==> config.mk <==
export PLATFORM = sky130hd
export DESIGN_NAME = pmx_pin_mux
export DESIGN_NICKNAME = d
export VERILOG_FILES = /design/src/pmx_pkg.sv /design/src/pmx_host_kind.sv /design/src/pmx_speed_ind.sv /design/src/pmx_pin_mux.sv
export SDC_FILE = /design/constraint.sdc
export NUM_CORES = 1
export LEC_CHECK = 0
export ABC_CLOCK_PERIOD_IN_PS = 2710
export BUFFER_PORTS_ARGS = -buffer_cell sky130_fd_sc_hd__buf_4
export CORE_MARGIN = 5
export CORE_UTILIZATION = 51
export CTS_BUF_LIST = sky130_fd_sc_hd__clkbuf_2 sky130_fd_sc_hd__clkbuf_4 sky130_fd_sc_hd__clkbuf_8
export CTS_CLUSTER_SIZE = 14
export DETAILED_ROUTE_END_ITERATION = 16
export PLACE_DENSITY = 0.93
export SLEW_MARGIN = 20
export SYNTH_ARGS = -nofsm -noshare
export SYNTH_HDL_FRONTEND = slang
export SYNTH_HIERARCHICAL = 1
export SYNTH_SLANG_ARGS = --single-unit
==> constraint.sdc <==
create_clock -name clk -period 2.71 [get_ports clk]
set_clock_uncertainty 0.05 [all_clocks]
set_input_delay 0.542 -clock clk [delete_from_list [all_inputs] [get_ports clk]]
set_output_delay 0.542 -clock clk [all_outputs]
set_load 0.1 [all_outputs]
==> src/pmx_pkg.sv <==
// Constants, types and register map for the programmable function pin mux
// Function
// - Strap resistor picks mode: 200k pull-up role swap, 10k pull-down speed indicators.
// - Role swap: pins 1,2 host kinds, 3 inverted swap, 4-5 SMBus, 6 request, 7 swap.
// - Port 0 host kind: float no host, 0 for 5 Gbps host, 1 for USB 2.0/1.1.
// - Port 1 host kind uses the same three-state encoding.
// - USB 2.0 host detected when its hub address register is non-zero and the 5 Gbps one is zero.
// - 5 Gbps host detected when its hub address register is non-zero.
// - Swap request input: 0 normal roles, 1 swapped; driven by the outside party.
// - Swap state output follows the swap request: 0 normal, 1 swapped.
// - Inverted swap state output is always the complement of the swap request.
// - Speed mode: pins 1-3 speed ports 1-3, 4-5 SMBus, 6 port 4, 7 host kind.
// - Speed indicator floats unconnected, 0 for USB 2.0/1.1, 1 for 5 Gbps.
// - Pins 4 and 5 carry SMBus data and clock in both modes.
package pmx_pkg;
   // Strap resistor codes, in order of the strap table
   typedef enum logic [2:0] {
      pmx_strap_200k_down = 3'h0,
      pmx_strap_200k_up   = 3'h1,
      pmx_strap_10k_down  = 3'h2,
      pmx_strap_10k_up    = 3'h3,
      pmx_strap_10r_down  = 3'h4,
      pmx_strap_10r_up    = 3'h5
   } pmx_strap_type;

   // Pin modes this block implements
   typedef enum logic [1:0] {
      pmx_mode_off   = 2'h0,
      pmx_mode_swap  = 2'h1,
      pmx_mode_speed = 2'h2
   } pmx_mode_type;

   // Pin positions on the programmable function bus
   localparam int PIN_LOW     = 1;
   localparam int PIN_HIGH    = 7;
   localparam int PIN_HOST0   = 1;
   localparam int PIN_HOST1   = 2;
   localparam int PIN_SWAP_N  = 3;
   localparam int PIN_SMDATA  = 4;
   localparam int PIN_SMCLOCK = 5;
   localparam int PIN_REQUEST = 6;
   localparam int PIN_SWAP    = 7;
   localparam int PIN_SPEED4  = 6;
   localparam int PIN_HOSTSPD = 7;

   // Register byte offsets
   localparam logic [7:0] REG_STATUS    = 8'h00;
   localparam logic [7:0] REG_P0_HS_ADR = 8'h04;
   localparam logic [7:0] REG_P0_SS_ADR = 8'h08;
   localparam logic [7:0] REG_P1_HS_ADR = 8'h0c;
   localparam logic [7:0] REG_P1_SS_ADR = 8'h10;
   localparam logic [7:0] REG_DN_LINK   = 8'h14;
   localparam logic [7:0] REG_PIN_STATE = 8'h18;

   // Field layout and reset values
   localparam int          ADDR_W       = 7;
   localparam int          DN_PORTS     = 4;
   localparam logic [6:0]  ADDR_RESET   = 7'h00;
   localparam logic [7:0]  DN_RESET     = 8'h00;
   localparam logic [1:0]  HTRANS_NONSEQ = 2'h2;
endpackage

==> src/pmx_host_kind.sv <==
// Three-state host kind encoder from the two hub address registers
`timescale 1ns/100ps
module pmx_host_kind #(
   parameter int ADDR_W = 7
) (
   input  wire logic [ADDR_W-1:0] hs_addr,
   input  wire logic [ADDR_W-1:0] ss_addr,
   output logic                   drive,
   output logic                   level
);
   // A 5 Gbps address wins when both are set, since the faster link is in use
   always_comb begin
      drive = 1'b0;
      level = 1'b0;
      if (ss_addr != '0) begin
         drive = 1'b1;
         level = 1'b0;
      end else if (hs_addr != '0) begin
         drive = 1'b1;
         level = 1'b1;
      end
   end
endmodule // pmx_host_kind

==> src/pmx_speed_ind.sv <==
// Three-state speed indicator encoder for one downstream port
`timescale 1ns/100ps
module pmx_speed_ind (
   input  wire logic connected,
   input  wire logic super_speed,
   output logic      drive,
   output logic      level
);
   // Float while unconnected so the LED stays dark
   always_comb begin
      drive = connected;
      level = connected & super_speed;
   end
endmodule // pmx_speed_ind

==> src/pmx_pin_mux.sv <==
// Programmable function pin mux with AHB-Lite status and address registers
`timescale 1ns/100ps
module pmx_pin_mux #(
   parameter int ADDR_W   = pmx_pkg::ADDR_W,
   parameter int DN_PORTS = pmx_pkg::DN_PORTS
) (
   input  wire logic        clk,
   input  wire logic        rst,
   input  wire logic        ce,
   // Strap and serial block connections
   input  wire logic [2:0]  strap_code,
   input  wire logic [1:0]  serial_interface_select,
   input  wire logic        smbus_data_drive_low,
   input  wire logic        smbus_clock_drive_low,
   output logic             smbus_data_in,
   output logic             smbus_clock_in,
   output logic [1:0]       smbus_bridge_mode,
   output logic             role_swap_state,
   // Pins
   input  wire logic [7:1]  programmable_function_pin_in,
   output logic [7:1]       programmable_function_pin_out,
   output logic [7:1]       programmable_function_pin_oe,
   // AHB-Lite slave
   input  wire logic        hsel,
   input  wire logic [31:0] haddr,
   input  wire logic [1:0]  htrans,
   input  wire logic        hwrite,
   input  wire logic [2:0]  hsize,
   input  wire logic        hready,
   input  wire logic [31:0] hwdata,
   output logic [31:0]      hrdata,
   output logic             hreadyout,
   output logic             hresp
);
   pmx_pkg::pmx_mode_type mode;
   logic                  mode_valid;
   logic                  swap_req;
   logic [ADDR_W-1:0]     p0_hs_addr;
   logic [ADDR_W-1:0]     p0_ss_addr;
   logic [ADDR_W-1:0]     p1_hs_addr;
   logic [ADDR_W-1:0]     p1_ss_addr;
   logic [2*DN_PORTS-1:0] dn_link;
   logic                  p0_drive;
   logic                  p0_level;
   logic                  p1_drive;
   logic                  p1_level;
   logic [DN_PORTS-1:0]   spd_drive;
   logic [DN_PORTS-1:0]   spd_level;
   logic [7:1]            next_pin_out;
   logic [7:1]            next_pin_oe;
   logic                  dp_write;
   logic                  dp_read;
   logic [7:0]            dp_addr;
   logic [31:0]           next_rdata;

   // Strap code to pin mode; unsupported straps leave every pin floating
   function automatic pmx_pkg::pmx_mode_type strap_to_mode(input logic [2:0] code);
      case (code)
         pmx_pkg::pmx_strap_200k_up:  strap_to_mode = pmx_pkg::pmx_mode_swap;
         pmx_pkg::pmx_strap_10k_down: strap_to_mode = pmx_pkg::pmx_mode_speed;
         default:                     strap_to_mode = pmx_pkg::pmx_mode_off;
      endcase
   endfunction

   // Register byte offset match, used by the register write decode
   function automatic logic offset_is(input logic [7:0] a, input logic [7:0] off);
      offset_is = (a == off);
   endfunction

   // Strap caught once, at the first enabled edge after reset release
   always_ff @(posedge clk) begin
      if (rst) begin
         mode       <= pmx_pkg::pmx_mode_off;
         mode_valid <= 1'b0;
      end else if (ce && !mode_valid) begin
         mode       <= strap_to_mode(strap_code);
         mode_valid <= 1'b1;
      end
   end

   // Swap request pin sampled; only meaningful in role swap mode
   always_ff @(posedge clk) begin
      if (rst) begin
         swap_req <= 1'b0;
      end else if (ce) begin
         swap_req <= programmable_function_pin_in[pmx_pkg::PIN_REQUEST];
      end
   end

   // Host kind and speed encoders
   pmx_host_kind #(
      .ADDR_W (ADDR_W)
   ) u_host0 (
      .hs_addr (p0_hs_addr),
      .ss_addr (p0_ss_addr),
      .drive   (p0_drive),
      .level   (p0_level)
   );

   pmx_host_kind #(
      .ADDR_W (ADDR_W)
   ) u_host1 (
      .hs_addr (p1_hs_addr),
      .ss_addr (p1_ss_addr),
      .drive   (p1_drive),
      .level   (p1_level)
   );

   genvar gi;
   generate
      for (gi = 0; gi < DN_PORTS; gi++) begin : g_speed
         pmx_speed_ind u_speed (
            .connected   (dn_link[2*gi]),
            .super_speed (dn_link[2*gi+1]),
            .drive       (spd_drive[gi]),
            .level       (spd_level[gi])
         );
      end
   endgenerate

   // Pin assignment per latched mode
   always_comb begin
      next_pin_out = '0;
      next_pin_oe  = '0;
      // SMBus pins are open drain: enable only to pull low
      if (mode != pmx_pkg::pmx_mode_off) begin
         next_pin_oe[pmx_pkg::PIN_SMDATA]  = smbus_data_drive_low;
         next_pin_oe[pmx_pkg::PIN_SMCLOCK] = smbus_clock_drive_low;
      end
      case (mode)
         pmx_pkg::pmx_mode_swap: begin
            next_pin_oe[pmx_pkg::PIN_HOST0]   = p0_drive;
            next_pin_out[pmx_pkg::PIN_HOST0]  = p0_level;
            next_pin_oe[pmx_pkg::PIN_HOST1]   = p1_drive;
            next_pin_out[pmx_pkg::PIN_HOST1]  = p1_level;
            next_pin_oe[pmx_pkg::PIN_SWAP_N]  = 1'b1;
            next_pin_out[pmx_pkg::PIN_SWAP_N] = ~swap_req;
            next_pin_oe[pmx_pkg::PIN_SWAP]    = 1'b1;
            next_pin_out[pmx_pkg::PIN_SWAP]   = swap_req;
         end
         pmx_pkg::pmx_mode_speed: begin
            next_pin_oe[3:1]                   = spd_drive[2:0];
            next_pin_out[3:1]                  = spd_level[2:0];
            next_pin_oe[pmx_pkg::PIN_SPEED4]   = spd_drive[3];
            next_pin_out[pmx_pkg::PIN_SPEED4]  = spd_level[3];
            next_pin_oe[pmx_pkg::PIN_HOSTSPD]  = p0_drive;
            next_pin_out[pmx_pkg::PIN_HOSTSPD] = p0_level;
         end
         default: begin
            next_pin_out = '0;
            next_pin_oe  = '0;
         end
      endcase
   end

   // Pin drivers straight from flops
   always_ff @(posedge clk) begin
      if (rst) begin
         programmable_function_pin_out <= '0;
         programmable_function_pin_oe  <= '0;
      end else if (ce) begin
         programmable_function_pin_out <= next_pin_out;
         programmable_function_pin_oe  <= next_pin_oe;
      end
   end

   // SMBus returns and side outputs
   always_ff @(posedge clk) begin
      if (rst) begin
         smbus_data_in     <= 1'b1;
         smbus_clock_in    <= 1'b1;
         smbus_bridge_mode <= 2'h0;
         role_swap_state   <= 1'b0;
      end else if (ce) begin
         smbus_data_in     <= programmable_function_pin_in[pmx_pkg::PIN_SMDATA];
         smbus_clock_in    <= programmable_function_pin_in[pmx_pkg::PIN_SMCLOCK];
         smbus_bridge_mode <= serial_interface_select;
         role_swap_state   <= (mode == pmx_pkg::pmx_mode_swap) & swap_req;
      end
   end

   // AHB address phase capture; reads take one wait state
   always_ff @(posedge clk) begin
      if (rst) begin
         dp_write <= 1'b0;
         dp_read  <= 1'b0;
         dp_addr  <= 8'h00;
      end else if (ce && hready) begin
         dp_write <= hsel && htrans == pmx_pkg::HTRANS_NONSEQ && hwrite;
         dp_read  <= hsel && htrans == pmx_pkg::HTRANS_NONSEQ && !hwrite;
         dp_addr  <= haddr[7:0];
      end else if (ce) begin
         dp_read  <= 1'b0;
      end
   end

   // Wait-state tracking: low for the first read data cycle
   always_ff @(posedge clk) begin
      if (rst) begin
         hreadyout  <= 1'b1;
         hresp      <= 1'b0;
      end else if (ce) begin
         hreadyout  <= !(hready && hsel && htrans == pmx_pkg::HTRANS_NONSEQ && !hwrite);
         hresp      <= 1'b0;
      end
   end

   // Software writable registers; the hub core view of addresses and links
   always_ff @(posedge clk) begin
      if (rst) begin
         p0_hs_addr <= pmx_pkg::ADDR_RESET;
         p0_ss_addr <= pmx_pkg::ADDR_RESET;
         p1_hs_addr <= pmx_pkg::ADDR_RESET;
         p1_ss_addr <= pmx_pkg::ADDR_RESET;
         dn_link    <= pmx_pkg::DN_RESET;
      end else if (ce && dp_write) begin
         if (offset_is(dp_addr, pmx_pkg::REG_P0_HS_ADR)) begin
            p0_hs_addr <= hwdata[ADDR_W-1:0];
         end
         if (offset_is(dp_addr, pmx_pkg::REG_P0_SS_ADR)) begin
            p0_ss_addr <= hwdata[ADDR_W-1:0];
         end
         if (offset_is(dp_addr, pmx_pkg::REG_P1_HS_ADR)) begin
            p1_hs_addr <= hwdata[ADDR_W-1:0];
         end
         if (offset_is(dp_addr, pmx_pkg::REG_P1_SS_ADR)) begin
            p1_ss_addr <= hwdata[ADDR_W-1:0];
         end
         if (offset_is(dp_addr, pmx_pkg::REG_DN_LINK)) begin
            dn_link <= hwdata[2*DN_PORTS-1:0];
         end
      end
   end

   // Read mux; unmapped offsets read zero
   always_comb begin
      next_rdata = 32'h0000_0000;
      case (dp_addr)
         pmx_pkg::REG_STATUS:    next_rdata = {27'h0, mode_valid, swap_req, 1'b0, mode};
         pmx_pkg::REG_P0_HS_ADR: next_rdata = {{(32-ADDR_W){1'b0}}, p0_hs_addr};
         pmx_pkg::REG_P0_SS_ADR: next_rdata = {{(32-ADDR_W){1'b0}}, p0_ss_addr};
         pmx_pkg::REG_P1_HS_ADR: next_rdata = {{(32-ADDR_W){1'b0}}, p1_hs_addr};
         pmx_pkg::REG_P1_SS_ADR: next_rdata = {{(32-ADDR_W){1'b0}}, p1_ss_addr};
         pmx_pkg::REG_DN_LINK:   next_rdata = {{(32-2*DN_PORTS){1'b0}}, dn_link};
         pmx_pkg::REG_PIN_STATE: next_rdata = {17'h0, programmable_function_pin_oe,
                                               1'b0, programmable_function_pin_out};
         default:                next_rdata = 32'h0000_0000;
      endcase
   end

   // Read data registered in the wait cycle, after any write just before
   always_ff @(posedge clk) begin
      if (rst) begin
         hrdata <= 32'h0000_0000;
      end else if (ce && dp_read) begin
         hrdata <= next_rdata;
      end
   end

   // Checks on the mode latch, pin behaviour and read wait state
   property p_mode_held;
      @(posedge clk) disable iff (rst)
      mode_valid && $past(mode_valid) |-> mode == $past(mode);
   endproperty
   a_mode_held: assert property (p_mode_held)
      else $error("pin mode changed after latching");

   property p_strap_decode;
      @(posedge clk) disable iff (rst)
      $rose(mode_valid) |->
         (mode == pmx_pkg::pmx_mode_swap) == ($past(strap_code) == 3'h1) &&
         (mode == pmx_pkg::pmx_mode_speed) == ($past(strap_code) == 3'h2);
   endproperty
   a_strap_decode: assert property (p_strap_decode)
      else $error("strap decoded to wrong mode");

   property p_swap_follows;
      @(posedge clk) disable iff (rst)
      ce && $past(ce) && $past(ce, 2) && mode == pmx_pkg::pmx_mode_swap && $past(mode_valid)
         |-> programmable_function_pin_out[7] == $past(programmable_function_pin_in[6], 2)
             && programmable_function_pin_oe[7];
   endproperty
   a_swap_follows: assert property (p_swap_follows)
      else $error("swap state pin does not follow request");

   property p_swap_inverse;
      @(posedge clk) disable iff (rst)
      programmable_function_pin_oe[7] && mode == pmx_pkg::pmx_mode_swap
         |-> programmable_function_pin_oe[3] &&
             programmable_function_pin_out[3] != programmable_function_pin_out[7];
   endproperty
   a_swap_inverse: assert property (p_swap_inverse)
      else $error("inverted swap pin not complementary");

   property p_request_input;
      @(posedge clk) disable iff (rst)
      mode == pmx_pkg::pmx_mode_swap |-> !programmable_function_pin_oe[6];
   endproperty
   a_request_input: assert property (p_request_input)
      else $error("swap request pin driven");

   property p_smbus_open_drain;
      @(posedge clk) disable iff (rst)
      programmable_function_pin_oe[4] || programmable_function_pin_oe[5]
         |-> programmable_function_pin_out[5:4] == 2'h0 && $past(mode) != pmx_pkg::pmx_mode_off;
   endproperty
   a_smbus_open_drain: assert property (p_smbus_open_drain)
      else $error("SMBus pin driven high or in off mode");

   property p_host_float;
      @(posedge clk) disable iff (rst)
      ce && $past(ce) && $past(mode) == pmx_pkg::pmx_mode_swap &&
      $past(p0_hs_addr) == '0 && $past(p0_ss_addr) == '0 |-> !programmable_function_pin_oe[1];
   endproperty
   a_host_float: assert property (p_host_float)
      else $error("host kind driven with no host");

   property p_host_ss;
      @(posedge clk) disable iff (rst)
      ce && $past(ce) && $past(mode) == pmx_pkg::pmx_mode_swap && $past(p1_ss_addr) != '0
         |-> programmable_function_pin_oe[2] && !programmable_function_pin_out[2];
   endproperty
   a_host_ss: assert property (p_host_ss)
      else $error("5 Gbps host not shown as 0");

   property p_host_hs;
      @(posedge clk) disable iff (rst)
      ce && $past(ce) && $past(mode) == pmx_pkg::pmx_mode_swap &&
      $past(p0_ss_addr) == '0 && $past(p0_hs_addr) != '0
         |-> programmable_function_pin_oe[1] && programmable_function_pin_out[1];
   endproperty
   a_host_hs: assert property (p_host_hs)
      else $error("USB 2.0 host not shown as 1");

   property p_speed_ind;
      @(posedge clk) disable iff (rst)
      ce && $past(ce) && $past(mode) == pmx_pkg::pmx_mode_speed
         |-> programmable_function_pin_oe[1] == $past(dn_link[0]) &&
             programmable_function_pin_oe[6] == $past(dn_link[6]) &&
             programmable_function_pin_out[6] == ($past(dn_link[6]) && $past(dn_link[7]));
   endproperty
   a_speed_ind: assert property (p_speed_ind)
      else $error("speed indicator wrong");

   property p_speed_host;
      @(posedge clk) disable iff (rst)
      ce && $past(ce) && $past(mode) == pmx_pkg::pmx_mode_speed
         |-> programmable_function_pin_oe[7] == ($past(p0_ss_addr) != '0 ||
                                                 $past(p0_hs_addr) != '0);
   endproperty
   a_speed_host: assert property (p_speed_host)
      else $error("host kind pin wrong in speed mode");

   property p_read_wait;
      @(posedge clk) disable iff (rst)
      ce && hready && hsel && htrans == 2'h2 && !hwrite |=> !hreadyout ##1 hreadyout;
   endproperty
   a_read_wait: assert property (p_read_wait)
      else $error("read wait state wrong");
endmodule // pmx_pin_mux

==> flow_metrics.env <==
export IMPL_period_minus_slack_ns=2.25
export IMPL_root_buffer="clkbuf_8"
export IMPL_grt_usage_pct=20.4
export IMPL_first_iter_violations=180
export IMPL_die_area_um2=9510
export IMPL_synth_area_um2=3910
export IMPL_worstSetupPathType="flip-flop to flip-flop"
export IMPL_critical_path_endpoint_type="flip-flop"
export IMPL_grt_util_met2_pct=33.2
export IMPL_grt_remaining_overflow=0
export IMPL_post_synth_cell_area_avg_um2=8.88
export IMPL_slew_headroom_pct=55.2
export IMPL_die_w_um=97.5
export IMPL_rsz0062_at_grt="no"
export IMPL_cts_resized=0
export IMPL_die_y_um=97.5
export IMPL_syn_to_final_growth_pct=17.6
export IMPL_worst_pin_slew_ns=0.666
export IMPL_yosysTopAreaCellShare_pct=42.5
export IMPL_grt_busiest_layer="met2"
export IMPL_yosys_warnings=6
export IMPL_hp_class="primary input to flip-flop"
export IMPL_hpwl_um=7240
export IMPL_ys_async_sr_fraction_pct=0
export IMPL_period_share_pct=82.9
export IMPL_worstPathMaxFanout=8
export IMPL_worst_hold_slack_ns=0.341
export IMPL_drive_gt1_share_pct=20.9
export IMPL_htreeDepth=3
export IMPL_drc_errors=0
export IMPL_wire_per_inst_um=16.1
export IMPL_grtUsageMet3_pct=4.67
export IMPL_max_vdd_ir_drop_mv=0.255
export IMPL_hold_viol=0
export IMPL_ys_flop_type="dfxtp_1"
export IMPL_grt_max_degree=51
export IMPL_r2r_start="dp_addr[0]"
export IMPL_pin_count=142
export IMPL_synthCells=440
export IMPL_setup_violations=0
export IMPL_p_per_area_nw_per_um2=554
export IMPL_setup_tns_ns=0
export IMPL_synth_seq_cells=83
export IMPL_yosysSeqAreaShare_pct=42.5
export IMPL_gp_congestion=0.952
export IMPL_drv_slew=0
export IMPL_clkSlewWorstSetupHoldPaths_ns=0.08
export IMPL_grt_antenna_before_repair=0
export IMPL_ctsLongestPathBuffers=2
export IMPL_outcome="complete, no violations"
export IMPL_n_fill_cell=664
export IMPL_synth_top_area_cell="dfxtp_1"
export IMPL_cts_buffers=9
export IMPL_ctsHoldBuffers=0
export IMPL_vias=3321
export IMPL_worstPathRequired_ns=2.89
export IMPL_final_common_cell="dfxtp_1"
export IMPL_cts_tree="built"
export IMPL_cp_startpoint="dp_addr[0]"
export IMPL_min_from="programmable_function_pin_in[5]"
export IMPL_netlist_cell_type_count=47
export IMPL_synth_edf_count=0
export IMPL_fin_nets=584
export IMPL_drv_cap=0
export IMPL_wl_um=9630
export IMPL_max_freq_mhz=445
export IMPL_grt_pass1_vias=3224
export IMPL_yosys_top_cells_area="dfxtp_1 43%, mux2i_1 12%, nor2_1 6.8%, buf_4 4.6%, a21oi_1 3.7%"
export IMPL_layout_common_cells="83 x dfxtp_1, 74 x buf_4, 71 x nor2_1"
export IMPL_insertion_delay_ns=0.35
export IMPL_core_area_um2=7610
export IMPL_critPathArrivalTime_ns=2.42
export IMPL_initial_core_util_pct=51.3
export IMPL_io_buffers=66
export IMPL_firstDrtPassIters=5
export IMPL_diodes=0
export IMPL_met1_usage_pct=26.3
export IMPL_ant_nets=0
export IMPL_rows=32
export IMPL_grt_pass1_wl_um=15900
export IMPL_p_leak_nw=1.80
export IMPL_cp_start_kind="flip-flop"
export IMPL_post_cts_buffers=0
export IMPL_clock_sinks=83
export IMPL_vias_per_cell=5.54
==> logic make-up after synthesis <==
kind of cell,Yosys count,share of synthesized area (%)
buf+inv,56,7.91
compound gates,76,13.1
flops,83,42.5
other cells,1,0.0960
mux,50,13.0
simple gates,171,22.4
fa+ha+maj,3,0.961
==> final cells by class <==
type                    instances  area (um2)  area share, %
clock buffers                  10         138           3.00
clock inverters                 6        88.8           1.93
inverters                       4        15.0          0.327
multi-input cells             320        2010           43.7
flip-flops and latches         83        1660           36.2
well taps                     102         128           2.78
repair buffers                 74         556           12.1
==> metrics by stage <==
| stage | cells | area, um2 | total power [mW] | utilization (%) | worst slack, ns |
|---|---|---|---|---|---|
| after floorplan | 459 | 3980 | 1.54 | - | 0.710 |
| after global placement | 583 | 4370 | 1.59 | 57.4 | 0.427 |
| after detailed placement | 583 | 4370 | 1.59 | 57.4 | 0.360 |
| after CTS | 599 | 4590 | 2.56 | 60.4 | 0.463 |
| after global routing | 599 | 4590 | 2.63 | 60.4 | 0.388 |
| final | 599 | 4590 | 2.55 | 60.4 | 0.464 |
==> layer usage <==
metal / up-vias / wire length, um
met5: - / 0
met4: 0 / 257
met3: 27 / 675
met2: 134 / 4560
met1: 1549 / 4130
li1: 1611 / -
==> synthesized netlist by cell type, types with 2 or more instances <==
cell type,instances
clkbuf_1,22
a21o_1,2
nand4_1,4
o211ai_1,2
o21ai_0,3
nor4_4,4
ha_1,3
buf_1,4
a221oi_1,4
a211oi_1,3
a21oi_1,29
or4_1,3
or3_1,2
nor2_1,71
nand2_1,36
buf_4,24
mux2_2,5
a211o_1,2
a22oi_1,17
and3_1,3
and2_1,5
or3b_2,3
inv_1,4
nand3_1,7
nor4_1,6
nor3_1,7
nand3b_1,5
mux2i_1,45
nor2b_1,10
o2bb2ai_1,3
dfxtp_1,83
a22o_1,4
==> registers in the layout, summed over array words and instances, names as in the netlist, 7 cells and up <==
register                      flops
dn_link                           8
p1_hs_addr                        7
programmable_function_pin_oe      7
p0_ss_addr                        7
p0_hs_addr                        7
hrdata                           15
p1_ss_addr                        7
dp_addr                           8
==> where the power goes <==
group | switching, mW | internal [mW] | total (mW)
Combinational | 0.247 | 0.0722 | 0.320
Sequential | 0.0149 | 1.23 | 1.25
Clock | 0.438 | 0.543 | 0.981
==> worst max-delay path, cell delays in order (launching register included) <==
cell	delay (ns)
dfxtp_1	0.32
or4_4	0.65
or4_1	0.78
mux2i_1	0.25
nor2_1	0.07
==> path summary, 6_finish.rpt <==
path	slack [ns]	depth (start not counted)	endpoint
max reg2reg	0.46	4	p0_ss_addr[1]
max	0.46	4	p0_ss_addr[1]
min	0.34	2	smbus_clock_in
min reg2reg	0.41	2	dp_addr[6]
No activity file was read; power rests on OpenSTA's default activity.
